**src/gpiop_pkg.sv**
```systemverilog
// package for the general purpose io port: offsets, reset values, states
package gpiop_pkg;
	// printed offsets 0x12 and 0x13 are not multiples of four: they are word indices
	localparam logic [7:0] GPIOP_DIR_INDEX = 8'h12;
	localparam logic [7:0] GPIOP_DATA_INDEX = 8'h13;
	// command register holding bit set, clear and toggle requests
	localparam logic [7:0] GPIOP_BITOP_INDEX = 8'h14;
	localparam logic [9:0] GPIOP_DIR_ADDR = {GPIOP_DIR_INDEX, 2'b00};
	localparam logic [9:0] GPIOP_DATA_ADDR = {GPIOP_DATA_INDEX, 2'b00};
	localparam logic [9:0] GPIOP_BITOP_ADDR = {GPIOP_BITOP_INDEX, 2'b00};
	localparam int GPIOP_WIDTH = 8;
	localparam logic [7:0] GPIOP_DIR_RESET = 8'hff;
	localparam logic [7:0] GPIOP_LATCH_POR = 8'h00;
	// bit operation field layout in the command word
	localparam int GPIOP_OP_LSB = 8;
	localparam int GPIOP_SEL_MSB = 2;
	localparam logic [1:0] GPIOP_OP_NONE = 2'b00;
	localparam logic [1:0] GPIOP_OP_SET = 2'b01;
	localparam logic [1:0] GPIOP_OP_CLEAR = 2'b10;
	localparam logic [1:0] GPIOP_OP_TOGGLE = 2'b11;
	localparam logic [1:0] GPIOP_RESP_OKAY = 2'b00;
	localparam logic [1:0] GPIOP_RESP_SLVERR = 2'b10;
	typedef enum logic [1:0] {
		GPIOP_W_IDLE = 2'b00,
		GPIOP_W_RESP = 2'b01
	} gpiop_wstate_e;
endpackage : gpiop_pkg

```
**src/gpiop_port.sv**
```systemverilog
// general purpose io port with axi4-lite register access
//
// Summary of operation
// [RULE1] eight two-way pins, each with own direction bit and latch bit
// [RULE2] direction one means input, driver off; zero means driven output
// [RULE3] reading the data register returns sampled pin levels, not latches
// [RULE4] writing the data register loads all latches regardless of direction
// [RULE5] bit set, clear, toggle read pins, modify one bit, write whole byte
// [RULE6] latch changes at end of write; pins sampled at start of read
// [RULE7] software should leave one idle access between write and read-back
// [RULE8] pins carry only digital general purpose io, no alternate function
// [RULE9] any reset sets direction to all ones; latches kept on warm reset
// [RULE10] output pins drive the latch value from the next clock edge
//
// Register access over AXI4-Lite is this design's own decision.
`timescale 1ns/1ps
module gpiop_port
	import gpiop_pkg::*;
(
	input wire logic aclk,
	input wire logic aresetn,
	input wire logic por_n,
	input wire logic [9:0] s_axi_awaddr,
	input wire logic s_axi_awvalid,
	output logic s_axi_awready,
	input wire logic [31:0] s_axi_wdata,
	input wire logic [3:0] s_axi_wstrb,
	input wire logic s_axi_wvalid,
	output logic s_axi_wready,
	output logic [1:0] s_axi_bresp,
	output logic s_axi_bvalid,
	input wire logic s_axi_bready,
	input wire logic [9:0] s_axi_araddr,
	input wire logic s_axi_arvalid,
	output logic s_axi_arready,
	output logic [31:0] s_axi_rdata,
	output logic [1:0] s_axi_rresp,
	output logic s_axi_rvalid,
	input wire logic s_axi_rready,
	input wire logic [7:0] pin_in,
	output logic [7:0] pin_out,
	output logic [7:0] pin_oe_n
);
	typedef struct packed {
		logic [7:0] dir;
		logic [7:0] latch;
		logic aw_held;
		logic [9:0] aw_addr;
		logic w_held;
		logic [31:0] w_data;
		logic [3:0] w_strb;
		gpiop_wstate_e wstate;
		logic [1:0] bresp;
		logic rvalid;
		logic [31:0] rdata;
		logic [1:0] rresp;
		logic [7:0] pin_out;
		logic [7:0] pin_oe_n;
	} gpiop_state_s;

	gpiop_state_s st;
	gpiop_state_s next_st;
	logic do_write;
	logic do_read;
	logic [7:0] rmw;
	logic [2:0] sel;
	logic [1:0] op;

	// write channels are held until both have arrived
	assign do_write = st.aw_held && st.w_held && (st.wstate == GPIOP_W_IDLE);
	assign do_read = s_axi_arvalid && !st.rvalid;
	assign sel = st.w_data[GPIOP_SEL_MSB:0];
	assign op = st.w_data[GPIOP_OP_LSB+1:GPIOP_OP_LSB];

	// modify acts on pin levels, so input latches take the pin value
	always_comb begin
		rmw = pin_in; // RULE5
		case (op)
			GPIOP_OP_SET: rmw[sel] = 1'b1; // RULE5
			GPIOP_OP_CLEAR: rmw[sel] = 1'b0; // RULE5
			GPIOP_OP_TOGGLE: rmw[sel] = ~pin_in[sel]; // RULE5
			default: rmw = st.latch;
		endcase
	end

	// next state of the whole slave and port
	always_comb begin
		next_st = st;
		if (!st.aw_held && s_axi_awvalid) begin
			next_st.aw_held = 1'b1;
			next_st.aw_addr = s_axi_awaddr;
		end
		if (!st.w_held && s_axi_wvalid) begin
			next_st.w_held = 1'b1;
			next_st.w_data = s_axi_wdata;
			next_st.w_strb = s_axi_wstrb;
		end
		if (do_write) begin
			next_st.aw_held = 1'b0;
			next_st.w_held = 1'b0;
			next_st.wstate = GPIOP_W_RESP;
			next_st.bresp = GPIOP_RESP_OKAY;
			// byte lane zero carries direction and data; bit operations need lane one
			if (st.aw_addr[9:2] == GPIOP_DIR_INDEX) begin
				if (st.w_strb[0]) next_st.dir = st.w_data[7:0]; // RULE2
			end else if (st.aw_addr[9:2] == GPIOP_DATA_INDEX) begin
				if (st.w_strb[0]) next_st.latch = st.w_data[7:0]; // RULE4 RULE6
			end else if (st.aw_addr[9:2] == GPIOP_BITOP_INDEX) begin
				if (st.w_strb[1] && op != GPIOP_OP_NONE) next_st.latch = rmw; // RULE5
			end else begin
				next_st.bresp = GPIOP_RESP_SLVERR;
			end
		end
		if (st.wstate == GPIOP_W_RESP && s_axi_bready) begin
			next_st.wstate = GPIOP_W_IDLE;
		end
		// pins sampled in the cycle the address is taken
		if (do_read) begin
			next_st.rvalid = 1'b1;
			next_st.rresp = GPIOP_RESP_OKAY;
			next_st.rdata = 32'h0000_0000;
			if (s_axi_araddr[9:2] == GPIOP_DIR_INDEX) begin
				next_st.rdata[7:0] = st.dir;
			end else if (s_axi_araddr[9:2] == GPIOP_DATA_INDEX) begin
				next_st.rdata[7:0] = pin_in; // RULE3 RULE6
			end else if (s_axi_araddr[9:2] == GPIOP_BITOP_INDEX) begin
				next_st.rdata = 32'h0000_0000;
			end else begin
				next_st.rresp = GPIOP_RESP_SLVERR;
			end
		end else if (st.rvalid && s_axi_rready) begin
			next_st.rvalid = 1'b0;
		end
		// pure digital pads: no alternate function muxed in
		next_st.pin_out = next_st.latch; // RULE8 RULE10
		next_st.pin_oe_n = next_st.dir; // RULE1 RULE2
	end

	// warm reset keeps latches; only power-on clears them
	always_ff @(posedge aclk) begin
		if (!aresetn) begin
			st <= '0;
			st.dir <= GPIOP_DIR_RESET; // RULE9
			st.pin_oe_n <= GPIOP_DIR_RESET; // RULE9
			st.latch <= por_n ? st.latch : GPIOP_LATCH_POR; // RULE9
			st.pin_out <= por_n ? st.latch : GPIOP_LATCH_POR;
			st.wstate <= GPIOP_W_IDLE;
		end else begin
			st <= next_st;
		end
	end

	assign s_axi_awready = !st.aw_held;
	assign s_axi_wready = !st.w_held;
	assign s_axi_bvalid = (st.wstate == GPIOP_W_RESP);
	assign s_axi_bresp = st.bresp;
	assign s_axi_arready = !st.rvalid;
	assign s_axi_rvalid = st.rvalid;
	assign s_axi_rdata = st.rdata;
	assign s_axi_rresp = st.rresp;
	assign pin_out = st.pin_out;
	assign pin_oe_n = st.pin_oe_n;

	// direction write shows on enables one edge later
	dir_follow_a: assert property (@(posedge aclk) disable iff (!aresetn) // RULE2
		do_write && st.aw_addr[9:2] == GPIOP_DIR_INDEX && st.w_strb[0]
		|=> pin_oe_n == $past(st.w_data[7:0]))
		else $error("direction not applied");
	data_latch_a: assert property (@(posedge aclk) disable iff (!aresetn) // RULE4
		do_write && st.aw_addr[9:2] == GPIOP_DATA_INDEX && st.w_strb[0]
		|=> pin_out == $past(st.w_data[7:0]))
		else $error("data write not latched");
	// a stray address must leave pins and directions alone
	unmapped_write_a: assert property (@(posedge aclk) disable iff (!aresetn) // RULE4
		do_write && st.aw_addr[9:2] != GPIOP_DIR_INDEX
		&& st.aw_addr[9:2] != GPIOP_DATA_INDEX && st.aw_addr[9:2] != GPIOP_BITOP_INDEX
		|=> $stable(pin_out) && $stable(pin_oe_n) && s_axi_bresp == GPIOP_RESP_SLVERR)
		else $error("unmapped write had an effect");
	// pins sampled in the cycle the read address is taken
	read_pins_a: assert property (@(posedge aclk) disable iff (!aresetn) // RULE3
		do_read && s_axi_araddr[9:2] == GPIOP_DATA_INDEX
		|=> s_axi_rvalid && s_axi_rdata[7:0] == $past(pin_in))
		else $error("read did not return pin levels");
	read_answer_a: assert property (@(posedge aclk) disable iff (!aresetn) // RULE6
		s_axi_arvalid && s_axi_arready |=> s_axi_rvalid)
		else $error("read address taken without an answer");
	// bit operations start from pin levels, so input latches follow the pins
	rmw_set_a: assert property (@(posedge aclk) disable iff (!aresetn) // RULE5
		do_write && st.aw_addr[9:2] == GPIOP_BITOP_INDEX && st.w_strb[1]
		&& op == GPIOP_OP_SET |=> pin_out[$past(sel)] == 1'b1)
		else $error("bit set failed");
	rmw_clear_a: assert property (@(posedge aclk) disable iff (!aresetn) // RULE5
		do_write && st.aw_addr[9:2] == GPIOP_BITOP_INDEX && st.w_strb[1]
		&& op == GPIOP_OP_CLEAR |=> pin_out[$past(sel)] == 1'b0)
		else $error("bit clear failed");
	rmw_toggle_a: assert property (@(posedge aclk) disable iff (!aresetn) // RULE5
		do_write && st.aw_addr[9:2] == GPIOP_BITOP_INDEX && st.w_strb[1]
		&& op == GPIOP_OP_TOGGLE |=> pin_out[$past(sel)] == ~$past(pin_in[sel]))
		else $error("bit toggle failed");
	rmw_pins_a: assert property (@(posedge aclk) disable iff (!aresetn) // RULE5
		do_write && st.aw_addr[9:2] == GPIOP_BITOP_INDEX && st.w_strb[1]
		&& op != GPIOP_OP_NONE |=> (pin_out & ~(8'h01 << $past(sel)))
		== ($past(pin_in) & ~(8'h01 << $past(sel))))
		else $error("bit operation did not use pin levels");
	// any reset turns every pin back into an input
	reset_dir_a: assert property (@(posedge aclk) // RULE9
		!aresetn |=> pin_oe_n == GPIOP_DIR_RESET)
		else $error("direction not all inputs after reset");
	// warm reset keeps the latches, power-on clears them
	warm_keep_a: assert property (@(posedge aclk) // RULE9
		!aresetn && por_n |=> pin_out == $past(pin_out))
		else $error("latch lost on warm reset");
	por_clear_a: assert property (@(posedge aclk) // RULE9
		!aresetn && !por_n |=> pin_out == GPIOP_LATCH_POR)
		else $error("latch not cleared on power-on reset");
	// pads show exactly what the latch and direction hold
	out_match_a: assert property (@(posedge aclk) disable iff (!aresetn) // RULE10
		pin_out == st.latch && pin_oe_n == st.dir)
		else $error("pins disagree with latch or direction");
	// a late master must still find the answer standing
	bresp_hold_a: assert property (@(posedge aclk) disable iff (!aresetn) // RULE6
		s_axi_bvalid && !s_axi_bready |=> s_axi_bvalid && $stable(s_axi_bresp))
		else $error("write response dropped");
	rhold_a: assert property (@(posedge aclk) disable iff (!aresetn) // RULE3
		s_axi_rvalid && !s_axi_rready |=> s_axi_rvalid && $stable(s_axi_rdata))
		else $error("read data dropped");
endmodule : gpiop_port

```
**config.mk**
```make
export PLATFORM = sky130hd
export DESIGN_NAME = gpiop_port
export DESIGN_NICKNAME = d
export VERILOG_FILES = /design/src/gpiop_pkg.sv /design/src/gpiop_port.sv
export SDC_FILE = /design/constraint.sdc
export NUM_CORES = 1
export LEC_CHECK = 0
export BUFFER_PORTS_ARGS = -buffer_cell sky130_fd_sc_hd__buf_2
export CORE_UTILIZATION = 47
export DETAILED_ROUTE_END_ITERATION = 10
export PLACE_DENSITY = 0.79
export SLEW_MARGIN = 20
export SYNTH_ARGS = -nofsm -noshare
export SYNTH_HDL_FRONTEND = slang
export SYNTH_SLANG_ARGS = --single-unit
```
**constraint.sdc**
```tcl
create_clock -name aclk -period 2.5 [get_ports aclk]
set_clock_uncertainty 0.2 [all_clocks]
set_input_delay 0.125 -clock aclk [delete_from_list [all_inputs] [get_ports aclk]]
set_output_delay 0.125 -clock aclk [all_outputs]
set_load 0.02 [all_outputs]
```
Word level (Yosys, flattened, before mapping)
Cells that the tools add are included.
{"block": "word_totals", "ff_bits": 86, "inputBits": 72, "word_cells": 78}
{"block": "op_classes", "n_lt_le_gt_ge": 2, "eq_ne": 9, "n_mux": 32, "bitwise_logic": 5, "reduce_logical": 17}
{"cell": "$mux W111", "n": 1}
{"cell": "$mux W8", "n": 10}
{"cell": "$eq A8 B5 Y1 const B", "n": 6}
{"cell": "$mux W37", "n": 1}
{"cell": "$pmux W8 S3", "n": 1}
{"cell": "$mux W17", "n": 1}
{"cell": "$mux W2", "n": 7}
{"cell": "$mux W11", "n": 1}
{"cell": "$mux W10", "n": 1}
{"cell": "$logic_and A1 B1 Y1", "n": 9}
{"cell": "$and A8 B8 Y8", "n": 1}
{"cell": "$bwmux W8", "n": 1}
{"cell": "$not A8 Y8", "n": 1}
{"cell": "$or A8 B8 Y8", "n": 1}
{"cell": "$mux W1", "n": 5}
{"cell": "$eq A2 B2 Y1 const B", "n": 2}
{"cell": "$lt A3 B4 Y1 const B", "n": 1}
{"cell": "$reduce_bool A2 Y1", "n": 2}
{"cell": "$reduce_or A2 Y1", "n": 2}
{"cell": "$bmux W1 S3", "n": 1}
{"cell": "$demux W1 S3", "n": 1}
{"cell": "$ge A3 B1 Y1 const B", "n": 1}
{"cell": "$logic_not A1 Y1", "n": 3}
{"cell": "$mux W3", "n": 1}
{"cell": "3 further kinds", "n": 4}

Longest topological paths before layout
Gate-level depths: netlist of the first run.
{"block": "depth", "word_depth": 13, "depth_mapped": 6}

Least setup slack after synthesis of the first run
No wires, ideal clock.
{"block": "synth_timing", "path_type": "reg2reg", "start": "register st[97] (netlist name)", "end": "register pin_oe_n[0] (netlist name)", "t_arrival_ps": 1792, "required_time_ps": 2171, "setup_slack_ps": 379, "stages_incl_launch_ff": 6, "path_cell_list": "dfxtp_1 > or4b_4 > buf_6 > nor4_4 > mux2i_1 > nand2_1"}
{"block": "synth_via", "elab_chain_cells": 3}
{"item": "from (decl)", "line_no": "gpiop_port.sv:61", "text": "gpiop_state_s st;"}
{"item": "from (signal assigned)", "line_no": "gpiop_port.sv:149", "text": "st <= next_st;"}
{"item": "$eq A8 B5 Y1", "line_no": "gpiop_port.sv:104", "text": "if (st.aw_addr[9:2] == GPIOP_DIR_INDEX) begin"}
{"item": "$mux W8", "line_no": "gpiop_port.sv:104"}
{"item": "$mux W17", "line_no": "gpiop_port.sv:98", "text": "if (do_write) begin"}
No other way between the ends.
A chain may end at the register's enable or synchronous reset.

Final worst setup path of the first run
{"block": "layout_timing", "start": "register st[97] (netlist name)", "end": "register st[108] (netlist name), data pin"}
{"block": "layout_via", "elab_chain_cells": 6}
{"item": "$eq A8 B5 Y1", "line_no": "gpiop_port.sv:108", "text": "end else if (st.aw_addr[9:2] == GPIOP_BITOP_INDEX) begin"}
{"item": "$mux W8", "line_no": "gpiop_port.sv:108"}
{"item": "$mux W8", "line_no": "gpiop_port.sv:106", "text": "end else if (st.aw_addr[9:2] == GPIOP_DATA_INDEX) begin"}
{"item": "$mux W8 *", "line_no": "gpiop_port.sv:104"}
{"item": "$mux W17 *", "line_no": "gpiop_port.sv:98"}
{"item": "$mux W111 *", "line_no": "gpiop_port.sv:141", "text": "if (!aresetn) begin"}
Mark *: on every way between the ends. The rest lies on a longest branch, timed or not.

==> results of run 1 <==
-- layer usage --
metal / vias up / share of wire, %
li1: 1140 / -
met1: 1070 / 41
met2: 98 / 52
met3: 11 / 5.7
met4: 0 / 1.8
met5: - / 0
-- through the flow --
stage	util, %	hold slack (ns)	total power, W
floorplan	-	0.04082	0.001094
global placement	52.10	0.1427	0.001128
detailed placement	52.10	0.1500	0.001134
CTS	59.71	0.04968	0.001658
global route	59.71	0.05989	0.001723
finish	59.71	0.05438	0.001653
-- critical path, delay by kind of cell (launching register included) --
family | cells | cell delay, ns
compound gates | 1 | 0.55
flops | 1 | 0.32
simple gates | 3 | 1.05
-- cell usage in the layout (no fill, tap or decap), drive strengths merged, types with 2 or more instances in the layout --
cell,netlist,layout
or3,2,2
mux2,8,8
nor2,25,25
a311oi,3,3
nor2b,19,19
nor4,9,9
a22oi,8,8
or4b,2,2
nand3b,2,2
a31oi,2,2
a21boi,13,13
nand2,40,40
o31ai,2,2
conb,1,26
dlygate4sd3,0,33
buf,53,80
mux2i,17,17
edfxtp,8,8
nor3,7,7
dfxtp,42,42
nor3b,2,2
a211oi,2,2
nand2b,5,5
inv,9,10
o21ai,5,5
clkbuf,15,6
-- report_power, final --
part	switching, W	internal [W]	total (W)
registers	0.0000318	0.000847	0.000879
logic	0.000156	0.000126	0.000281
clock network	0.000270	0.000224	0.000493
-- final cells by class --
| type | instances | area share [%] |
|---|---|---|
| clock inverter | 2 | 0.3383 |
| sequential | 50 | 32.48 |
| timing repair buffer | 113 | 22.41 |
| tap | 72 | 2.707 |
| inverter | 9 | 1.015 |
| multi-input combinational | 211 | 38.57 |
| clock buffer | 6 | 2.481 |
-- flip-flops by register name, summed over array words and instances (netlist names) --
register / flops
op: 2
pin_oe_n: 8
s_axi_bresp: 1
s_axi_rdata: 8
s_axi_rresp: 1
s_axi_rvalid: 1
sel: 3
st: 26
-- path summary, 6_finish.rpt --
check	slack, ns	endpoint	start
setup / recovery	0.14	st[108]$_SDFFCE_PN0P_	st[97]$_SDFFE_PN0P_
hold / removal	0.05	s_axi_rdata[7]$_SDFFE_PN0P_	pin_in[7]
setup reg to reg	0.14	st[108]$_SDFFCE_PN0P_	st[97]$_SDFFE_PN0P_
hold reg to reg	0.28	st[62]$_SDFFE_PN0P_	st[62]$_SDFFE_PN0P_
-- cells by family (layout without fill, tap and decap cells) --
kind of cell,Yosys count,after routing,share of synthesized area [%]
other,1,26,0.1357
flip-flops,50,50,39.13
AO/OA/AOI/OAI,43,43,11.41
buffers and inverters,77,130,17.80
multiplexers,25,25,9.420
AND/OR/NAND/NOR,117,117,22.10
==> flow_summary.json, run 1 <==
{
  "outcome": "finished clean",
  "final_cells": 463,
  "synth_most_common_cell": "buf_4",
  "dpl.cell_count": 422,
  "ys_seq_area_share_pct": 39.13,
  "hold_depth": 4,
  "use_met2_pct": 37.83,
  "clkSlewWorstSetupHoldPaths_ns": 0.09,
  "worst_pin_slew_ns": 0.6219,
  "die_h_um": 78.67,
  "coreArea_um2": 5574,
  "cts_buffers": 5,
  "power_density_nw_per_um2": 496.8,
  "critPathSlowestCell": "or4b_4",
  "pre_cts_ws_ns": 0.1869,
  "yosysWarnings": 0,
  "drive_above_1_share_pct": 25.83,
  "cts_hold_buffers": 33,
  "antenna_found_initial": 0,
  "vias": 2319,
  "synth_area_per_cell_um2": 8.826,
  "ys.flop_type": "dfxtp_1",
  "yosys.cell_types.count": 42,
  "drv_cap": 0,
  "rsz0062_at_grt": "false",
  "syn-cell-area_um2": 2763,
  "min_period_ns": 2.361,
  "path_max_fanout": 6,
  "die_area_um2": 6188,
  "cts_setup_buffers": 0,
  "synth_async_sr_flop_share_pct": 0,
  "post-route-period-util_pct": 94.42,
  "grt_pass1_wl_mm": 10.16,
  "cp-start-kind": "flip-flop",
  "synthTopCellsByArea": "dfxtp_1 30%, buf_4 14%, edfxtp_1 8.7%, mux2i_1 6.2%, nand2_1 5.4%",
  "gp_congestion": 0.8654,
  "drt-initial-drc-count": 122,
  "clock-sinks": 50,
  "synthCells": 313,
  "cts_buffer_depth": 2,
  "finalHoldViolCount": 0,
  "p_leak_nw": 1.414,
  "path_class": "flip-flop to flip-flop",
  "setup_ws_ns": 0.1394,
  "wl_per_cell_um": 13.48,
  "grtUsageTotal_pct": 21.12,
  "final.setup.tns_ns": 0,
  "path_cells": "or4b_4 > o31ai_1 > nor3b_1 > nor4_1",
  "hold_path_class": "input port to flip-flop",
  "yosysTopAreaCell": "dfxtp_1",
  "fillCellCount": 511,
  "max_stage_delay_ns": 0.60,
  "clock-root-buffer": "clkbuf_8",
  "fp.dieW_um": 78.67,
  "tritoncts": "built",
  "clock_latency_ns": 0.31,
  "use_met1_pct": 24.64,
  "rr_worst_depth": 4,
  "multiInputGateArea_um2": 1284,
  "cp.required_ns": 2.37,
  "drc": 0,
  "cts.htree.levels": 2,
  "drv_slew": 0,
  "ys_ff_latch": 50,
  "cp-end-kind": "flip-flop",
  "synth_edf_count": 8,
  "ir_drop_mv": 0.3948,
  "arrival_ns": 2.23,
  "use_met3_pct": 4.186,
  "dp_hpwl_mm": 4.214,
  "diodes": 0,
  "vias_per_cell": 5.009,
  "dr.pass1.iters": 5,
  "rows": 27,
  "grt_busiest_layer": "met2",
  "num_io_pins": 129,
  "cts_resized": 0,
  "portBuffers": 74,
  "overflow": 0,
  "synth_top_area_share_pct": 30.43,
  "synth.top_cells.by_count": "52 x buf_4, 42 x dfxtp_1, 40 x nand2_1, 25 x nor2_1, 19 x nor2b_1",
  "grt_pass1_vias": 2172,
  "antenna_left": 0,
  "grt_max_degree": 36,
  "maxSlewHeadroom_pct": 58.18,
  "syn2layout_area_growth_pct": 20.47,
  "start_util_pct": 49.56,
  "finalWirelength_mm": 6.243,
  "max_freq_ghz": 0.4236,
  "postPlaceCellArea_um2": 2904,
  "fin_nets": 462,
  "setup_viol": 0,
  "final_cell_area_um2": 3328,
  "area.sequential_um2": 1081
}
(Power assumes the default switching activity.)
==> inputs of run 2 (changes only) <==
CORE_ASPECT_RATIO = 1.4   (was not set)
==> run 2 against run 1 <==
Against the previous run:
- worst setup slack better by 0.13 ns
- sequential share of layout area rose by 0.43 points
- first-iteration DRC count decreased by 5.7%
- final cell count decreased by 1.9%
- global-route usage down 0.63 points
- sequential power barely moved
- cell area decreased by 1.3%
- highest routed layer unchanged
- flip-flop and latch count did not move
- via count fell by 0.47%
- non-clock buffer count shrank 5
- die area about the same
- power grew 1.3%
==> flow_summary.json, run 2 (synthesized netlist as in run 1, its figures left out) <==
{
  "rows": 32,
  "hold_ws_ns": 0.07580,
  "drv_slew": 0,
  "die_area_um2": 6193,
  "tritoncts": "built",
  "cp-start-kind": "flip-flop",
  "path_class": "flip-flop to flip-flop",
  "wl_per_cell_um": 13.37,
  "cts_buffer_depth": 2,
  "gp_congestion": 0.8145,
  "min_period_ns": 2.233,
  "clock-root-buffer": "clkbuf_8",
  "drive_above_1_share_pct": 26.17,
  "grt_pass1_wl_mm": 9.604,
  "clock-sinks": 50,
  "cp.required_ns": 2.38,
  "path_max_fanout": 8,
  "drt-initial-drc-count": 115,
  "regMostFlops": "st",
  "clkSlewWorstSetupHoldPaths_ns": 0.09,
  "cts_setup_buffers": 0,
  "postLayoutCoreUtil_pct": 58.59,
  "largest_register_ff_count": 26,
  "outcome": "finished clean",
  "final_common_cell": "buf_2",
  "finalHoldViolCount": 0,
  "post-route-period-util_pct": 89.33,
  "coreArea_um2": 5605,
  "setup_viol": 0,
  "drv_cap": 0,
  "arrival_ns": 2.11,
  "grt_pass1_vias": 2118,
  "postPlaceCellArea_um2": 2899,
  "cts.htree.levels": 2,
  "worst_pin_slew_ns": 0.7215,
  "finalWirelength_mm": 6.069,
  "grt_max_degree": 41,
  "overflow": 0,
  "diodes": 0,
  "vias": 2308,
  "vias_per_cell": 5.084,
  "portBuffers": 74,
  "drc": 0,
  "dr.pass1.iters": 4,
  "maxSlewHeadroom_pct": 51.80,
  "fillCellCount": 518,
  "start_util_pct": 49.29,
  "antenna_left": 0,
  "hold_path_class": "input port to flip-flop",
  "cts_buffers": 5,
  "antenna_found_initial": 0,
  "final.setup.tns_ns": 0,
  "grtUsageTotal_pct": 20.49,
  "ir_drop_mv": 0.3419,
  "dp_hpwl_mm": 4.349,
  "power_density_nw_per_um2": 510.1,
  "cp-end-kind": "flip-flop",
  "syn2layout_area_growth_pct": 18.89,
  "fin_nets": 457,
  "most-common-layout-cells": "74 x buf_2, 42 x dfxtp_1, 40 x nand2_1",
  "final_cell_area_um2": 3284,
  "max_freq_ghz": 0.4478,
  "die_h_um": 92.72,
  "num_io_pins": 129,
  "p_leak_nw": 1.384,
  "fp.dieW_um": 66.80,
  "clock_latency_ns": 0.30,
  "rsz0062_at_grt": "false"
}
run 2: cell types whose count changed in the layout (fill, tap and decap cells not counted), sizes merged:
cell         before  now
clkbuf            6    7
dlygate4sd3      33   28
inv              10    9
run 2: cell type report:
cell class	instances	area [um^2]	area share (%)
clock buffer	7	96.34	2.933
multi-input combinational	211	1284	39.09
sequential	50	1081	32.91
tap	68	85.08	2.590
clock inverter	1	8.758	0.2667
inverter	9	33.78	1.029
timing repair buffer	108	695.7	21.18
run 2: timing repair:
item / 4_1_cts / 5_1_grt
hold buffers: 28 / 0
gates resized for setup: 0 / 0
hold endpoints to repair: 26 / 0
run 2: metrics by stage:
step / std cells / setup WS, ns / power [W]
4_1_cts: 454 / 0.2434 / 0.001682
2_1_floorplan: 338 / 0.3792 / 0.001094
3_5_place_dp: 418 / 0.2767 / 0.001133
3_3_place_gp: 418 / 0.3050 / 0.001126
6_report: 454 / 0.2668 / 0.001675
5_1_grt: 454 / 0.2030 / 0.001751
run 2: where the power goes:
group / switching, W / internal, W
Clock: 0.000272 / 0.000254
Sequential: 0.0000340 / 0.000847
Combinational: 0.000149 / 0.000119
run 2: final timing paths:
kind / from / to / slack, ns / cells after the start
hold / removal: pin_in[7] / s_axi_rdata[7]$_SDFFE_PN0P_ / 0.08 / 4
setup reg to reg: st[97]$_SDFFE_PN0P_ / st[110]$_SDFFCE_PN0P_ / 0.27 / 4
setup / recovery: st[97]$_SDFFE_PN0P_ / st[110]$_SDFFCE_PN0P_ / 0.27 / 4
hold reg to reg: st[56]$_SDFFE_PN0P_ / st[56]$_SDFFE_PN0P_ / 0.26 / 2
run 2: critical path: stages (launching register included):
cell,delay (ns)
dfxtp_1,0.32
or4b_4,0.59
nor3_2,0.43
a311oi_1,0.08
nor4_1,0.38
run 2: layer usage:
| layer | part of all wire, % | global-route usage [%] | wire (um) | up-vias |
|---|---|---|---|---|
| met2 | 52 | 37.12 | 3181 | 104 |
| met4 | 2.7 | 8.333 | 162 | 0 |
| met3 | 5.5 | 3.695 | 336 | 17 |
| met1 | 39 | 22.71 | 2388 | 1058 |
| met5 | 0 | 0 | 0 | - |
| li1 | - | - | - | 1129 |
==> inputs of run 3 (changes only) <==
--- a/config.mk
+++ b/config.mk
@@ -8,3 +8,3 @@
 export BUFFER_PORTS_ARGS = -buffer_cell sky130_fd_sc_hd__buf_2
-export CORE_ASPECT_RATIO = 1.4
+export CORE_ASPECT_RATIO = 1.2
 export CORE_UTILIZATION = 47
==> constraint.sdc (replaced) <==
create_clock -name aclk -period 2.5 [get_ports aclk]
set_clock_uncertainty 0.2 [all_clocks]
set_input_delay 0.25 -clock aclk [delete_from_list [all_inputs] [get_ports aclk]]
set_output_delay 0.25 -clock aclk [all_outputs]
set_load 0.02 [all_outputs]
==> run 3 against run 2 <==
Against the previous run:
- core utilization fell by 3.1 points
- clock power is 9.1% lower
- power decreased by 3.9%
- largest cell class unchanged
==> flow_summary.json, run 3 (synthesized netlist as in run 1, its figures left out) <==
{
  "tritoncts": "built",
  "reg2reg_setup_slack_ns": 0.19,
  "final_common_cell": "buf_2",
  "p_leak_nw": 1.317,
  "dp_hpwl_mm": 4.228,
  "rr_worst_depth": 4,
  "postPlaceCellArea_um2": 2914,
  "cts.htree.levels": 2,
  "rows": 30,
  "min-delay-start": "s_axi_wdata[1]",
  "coreArea_um2": 5668,
  "path_max_fanout": 6,
  "hold_end": "sel[1]$_SDFFE_PN0P_",
  "regMostFlops": "st",
  "rsz0062_at_grt": "false",
  "sw_frac_of_total_pct": 26.98,
  "portBuffers": 74,
  "multiInputGateArea_um2": 1284,
  "fp.dieW_um": 71.99,
  "drv_slew": 0,
  "clkSlewWorstSetupHoldPaths_ns": 0.08,
  "most-common-layout-cells": "74 x buf_2, 42 x dfxtp_1, 40 x nand2_1",
  "antenna_found_initial": 0,
  "path_class": "flip-flop to flip-flop",
  "hold_depth": 3,
  "clock-sinks": 50,
  "largest_register_ff_count": 26,
  "syn2layout_area_growth_pct": 13.86,
  "power.switching_w": 0.0004344,
  "dr.pass1.iters": 4,
  "use_met2_pct": 33.45,
  "ir_drop_mv": 0.3293,
  "fin_nets": 443,
  "setup_viol": 0,
  "power_frac_clock_pct": 29.7,
  "final.setup.tns_ns": 0,
  "grt_pass1_wl_mm": 9.156,
  "cts_buffers": 5,
  "maxSlewHeadroom_pct": 51.69,
  "hold_ws_ns": 0.003207,
  "cp-end-kind": "flip-flop",
  "antenna_left": 0,
  "cts_resized": 0,
  "max_freq_ghz": 0.4331,
  "diodes": 0,
  "clock_latency_ns": 0.30,
  "use_met1_pct": 22.96,
  "drt-initial-drc-count": 177,
  "post-route-period-util_pct": 92.36,
  "gp_congestion": 0.8227,
  "min_period_ns": 2.309,
  "hold_path_class": "input port to flip-flop",
  "cp-start-kind": "flip-flop",
  "vias_per_cell": 4.940,
  "final_cell_area_um2": 3146,
  "cts_hold_buffers": 11,
  "cts_buffer_depth": 2,
  "drc": 0,
  "grtUsageTotal_pct": 19.25,
  "fillCellCount": 537,
  "finalWirelength_mm": 5.750,
  "vias": 2233,
  "worst_pin_slew_ns": 0.7231,
  "cp.required_ns": 2.38,
  "comb_power_share_pct": 15.8,
  "setup_ws_ns": 0.1910,
  "grt_busiest_layer": "met2",
  "reg2reg_from": "st[97]$_SDFFE_PN0P_",
  "internal-power_w": 0.001175,
  "overflow": 0,
  "start_util_pct": 48.74,
  "grt_max_degree": 41,
  "arrival_ns": 2.19,
  "use_met3_pct": 4.700,
  "area.sequential_um2": 1081,
  "rr_endpoint": "st[108]$_SDFFCE_PN0P_",
  "cts_setup_buffers": 0,
  "clock-root-buffer": "clkbuf_8",
  "pre_cts_ws_ns": 0.2793,
  "outcome": "finished clean",
  "grt_pass1_vias": 1935,
  "drv_cap": 0,
  "wl_per_cell_um": 12.72,
  "finalHoldViolCount": 0,
  "drive_above_1_share_pct": 26.88,
  "die_h_um": 85.99,
  "seqPwrFrac_pct": 54.5,
  "die_area_um2": 6190,
  "power_density_nw_per_um2": 511.8,
  "num_io_pins": 129
}
[run 3: cell types whose count changed in the layout (fill, tap and decap cells not counted), sizes merged]
cell / change
dlygate4sd3: -14
[run 3: metal layers]
layer	vias up	part of all wire [%]	wire length [um]
li1	1104	-	-
met1	1027	43	2466
met2	95	50	2876
met3	7	5.6	323
met4	0	1.5	85
met5	-	0	0
[run 3: power groups by stage]
stage          Clock, W  Combinational [W]  Sequential [W]
6_report       0.000478           0.000254        0.000878
5_1_grt        0.000534           0.000279        0.000883
4_1_cts        0.000496           0.000250        0.000878
3_5_place_dp          0           0.000236        0.000896
3_3_place_gp          0           0.000231        0.000895
2_1_floorplan         0           0.000209        0.000885
[run 3: cell type report]
| cell class | count | area share, % |
|---|---|---|
| well taps | 80 | 3.182 |
| clock inverters | 1 | 0.1591 |
| inverters | 9 | 1.074 |
| clock buffers | 7 | 2.745 |
| multi-input cells | 211 | 40.81 |
| repair buffers | 94 | 17.66 |
| flip-flops and latches | 50 | 34.37 |
[run 3: per-stage QoR]
step                total power, W  utilization [%]  instances
global route              0.001695            55.50        452
CTS                       0.001624            54.97        449
finish                    0.001610            55.50        452
detailed placement        0.001132            51.41        430
global placement          0.001125            51.41        430
floorplan                 0.001094                -        338
[run 3: worst max-delay path by stage]
stage | slack [ns] | cells after the start | to | startpoint
after floorplan | 0.38 | 5 | pin_oe_n[0]$_SDFFE_PN1P_ | st[97]$_SDFFE_PN0P_
after CTS | 0.24 | 4 | st[110]$_SDFFCE_PN0P_ | st[97]$_SDFFE_PN0P_
after global placement | 0.32 | 4 | st[108]$_SDFFCE_PN0P_ | st[97]$_SDFFE_PN0P_
after global routing | 0.08 | 4 | st[106]$_SDFFCE_PN0P_ | st[97]$_SDFFE_PN0P_
after detailed placement | 0.28 | 4 | st[110]$_SDFFCE_PN0P_ | st[97]$_SDFFE_PN0P_
final | 0.19 | 4 | st[108]$_SDFFCE_PN0P_ | st[97]$_SDFFE_PN0P_
[run 3: worst max-delay path, cell delays in order (launching register included)]
cell and delay (ns):
dfxtp_1 0.32, or4b_4 0.60, o31ai_1 0.55, nor3b_1 0.11, nor4_1 0.31
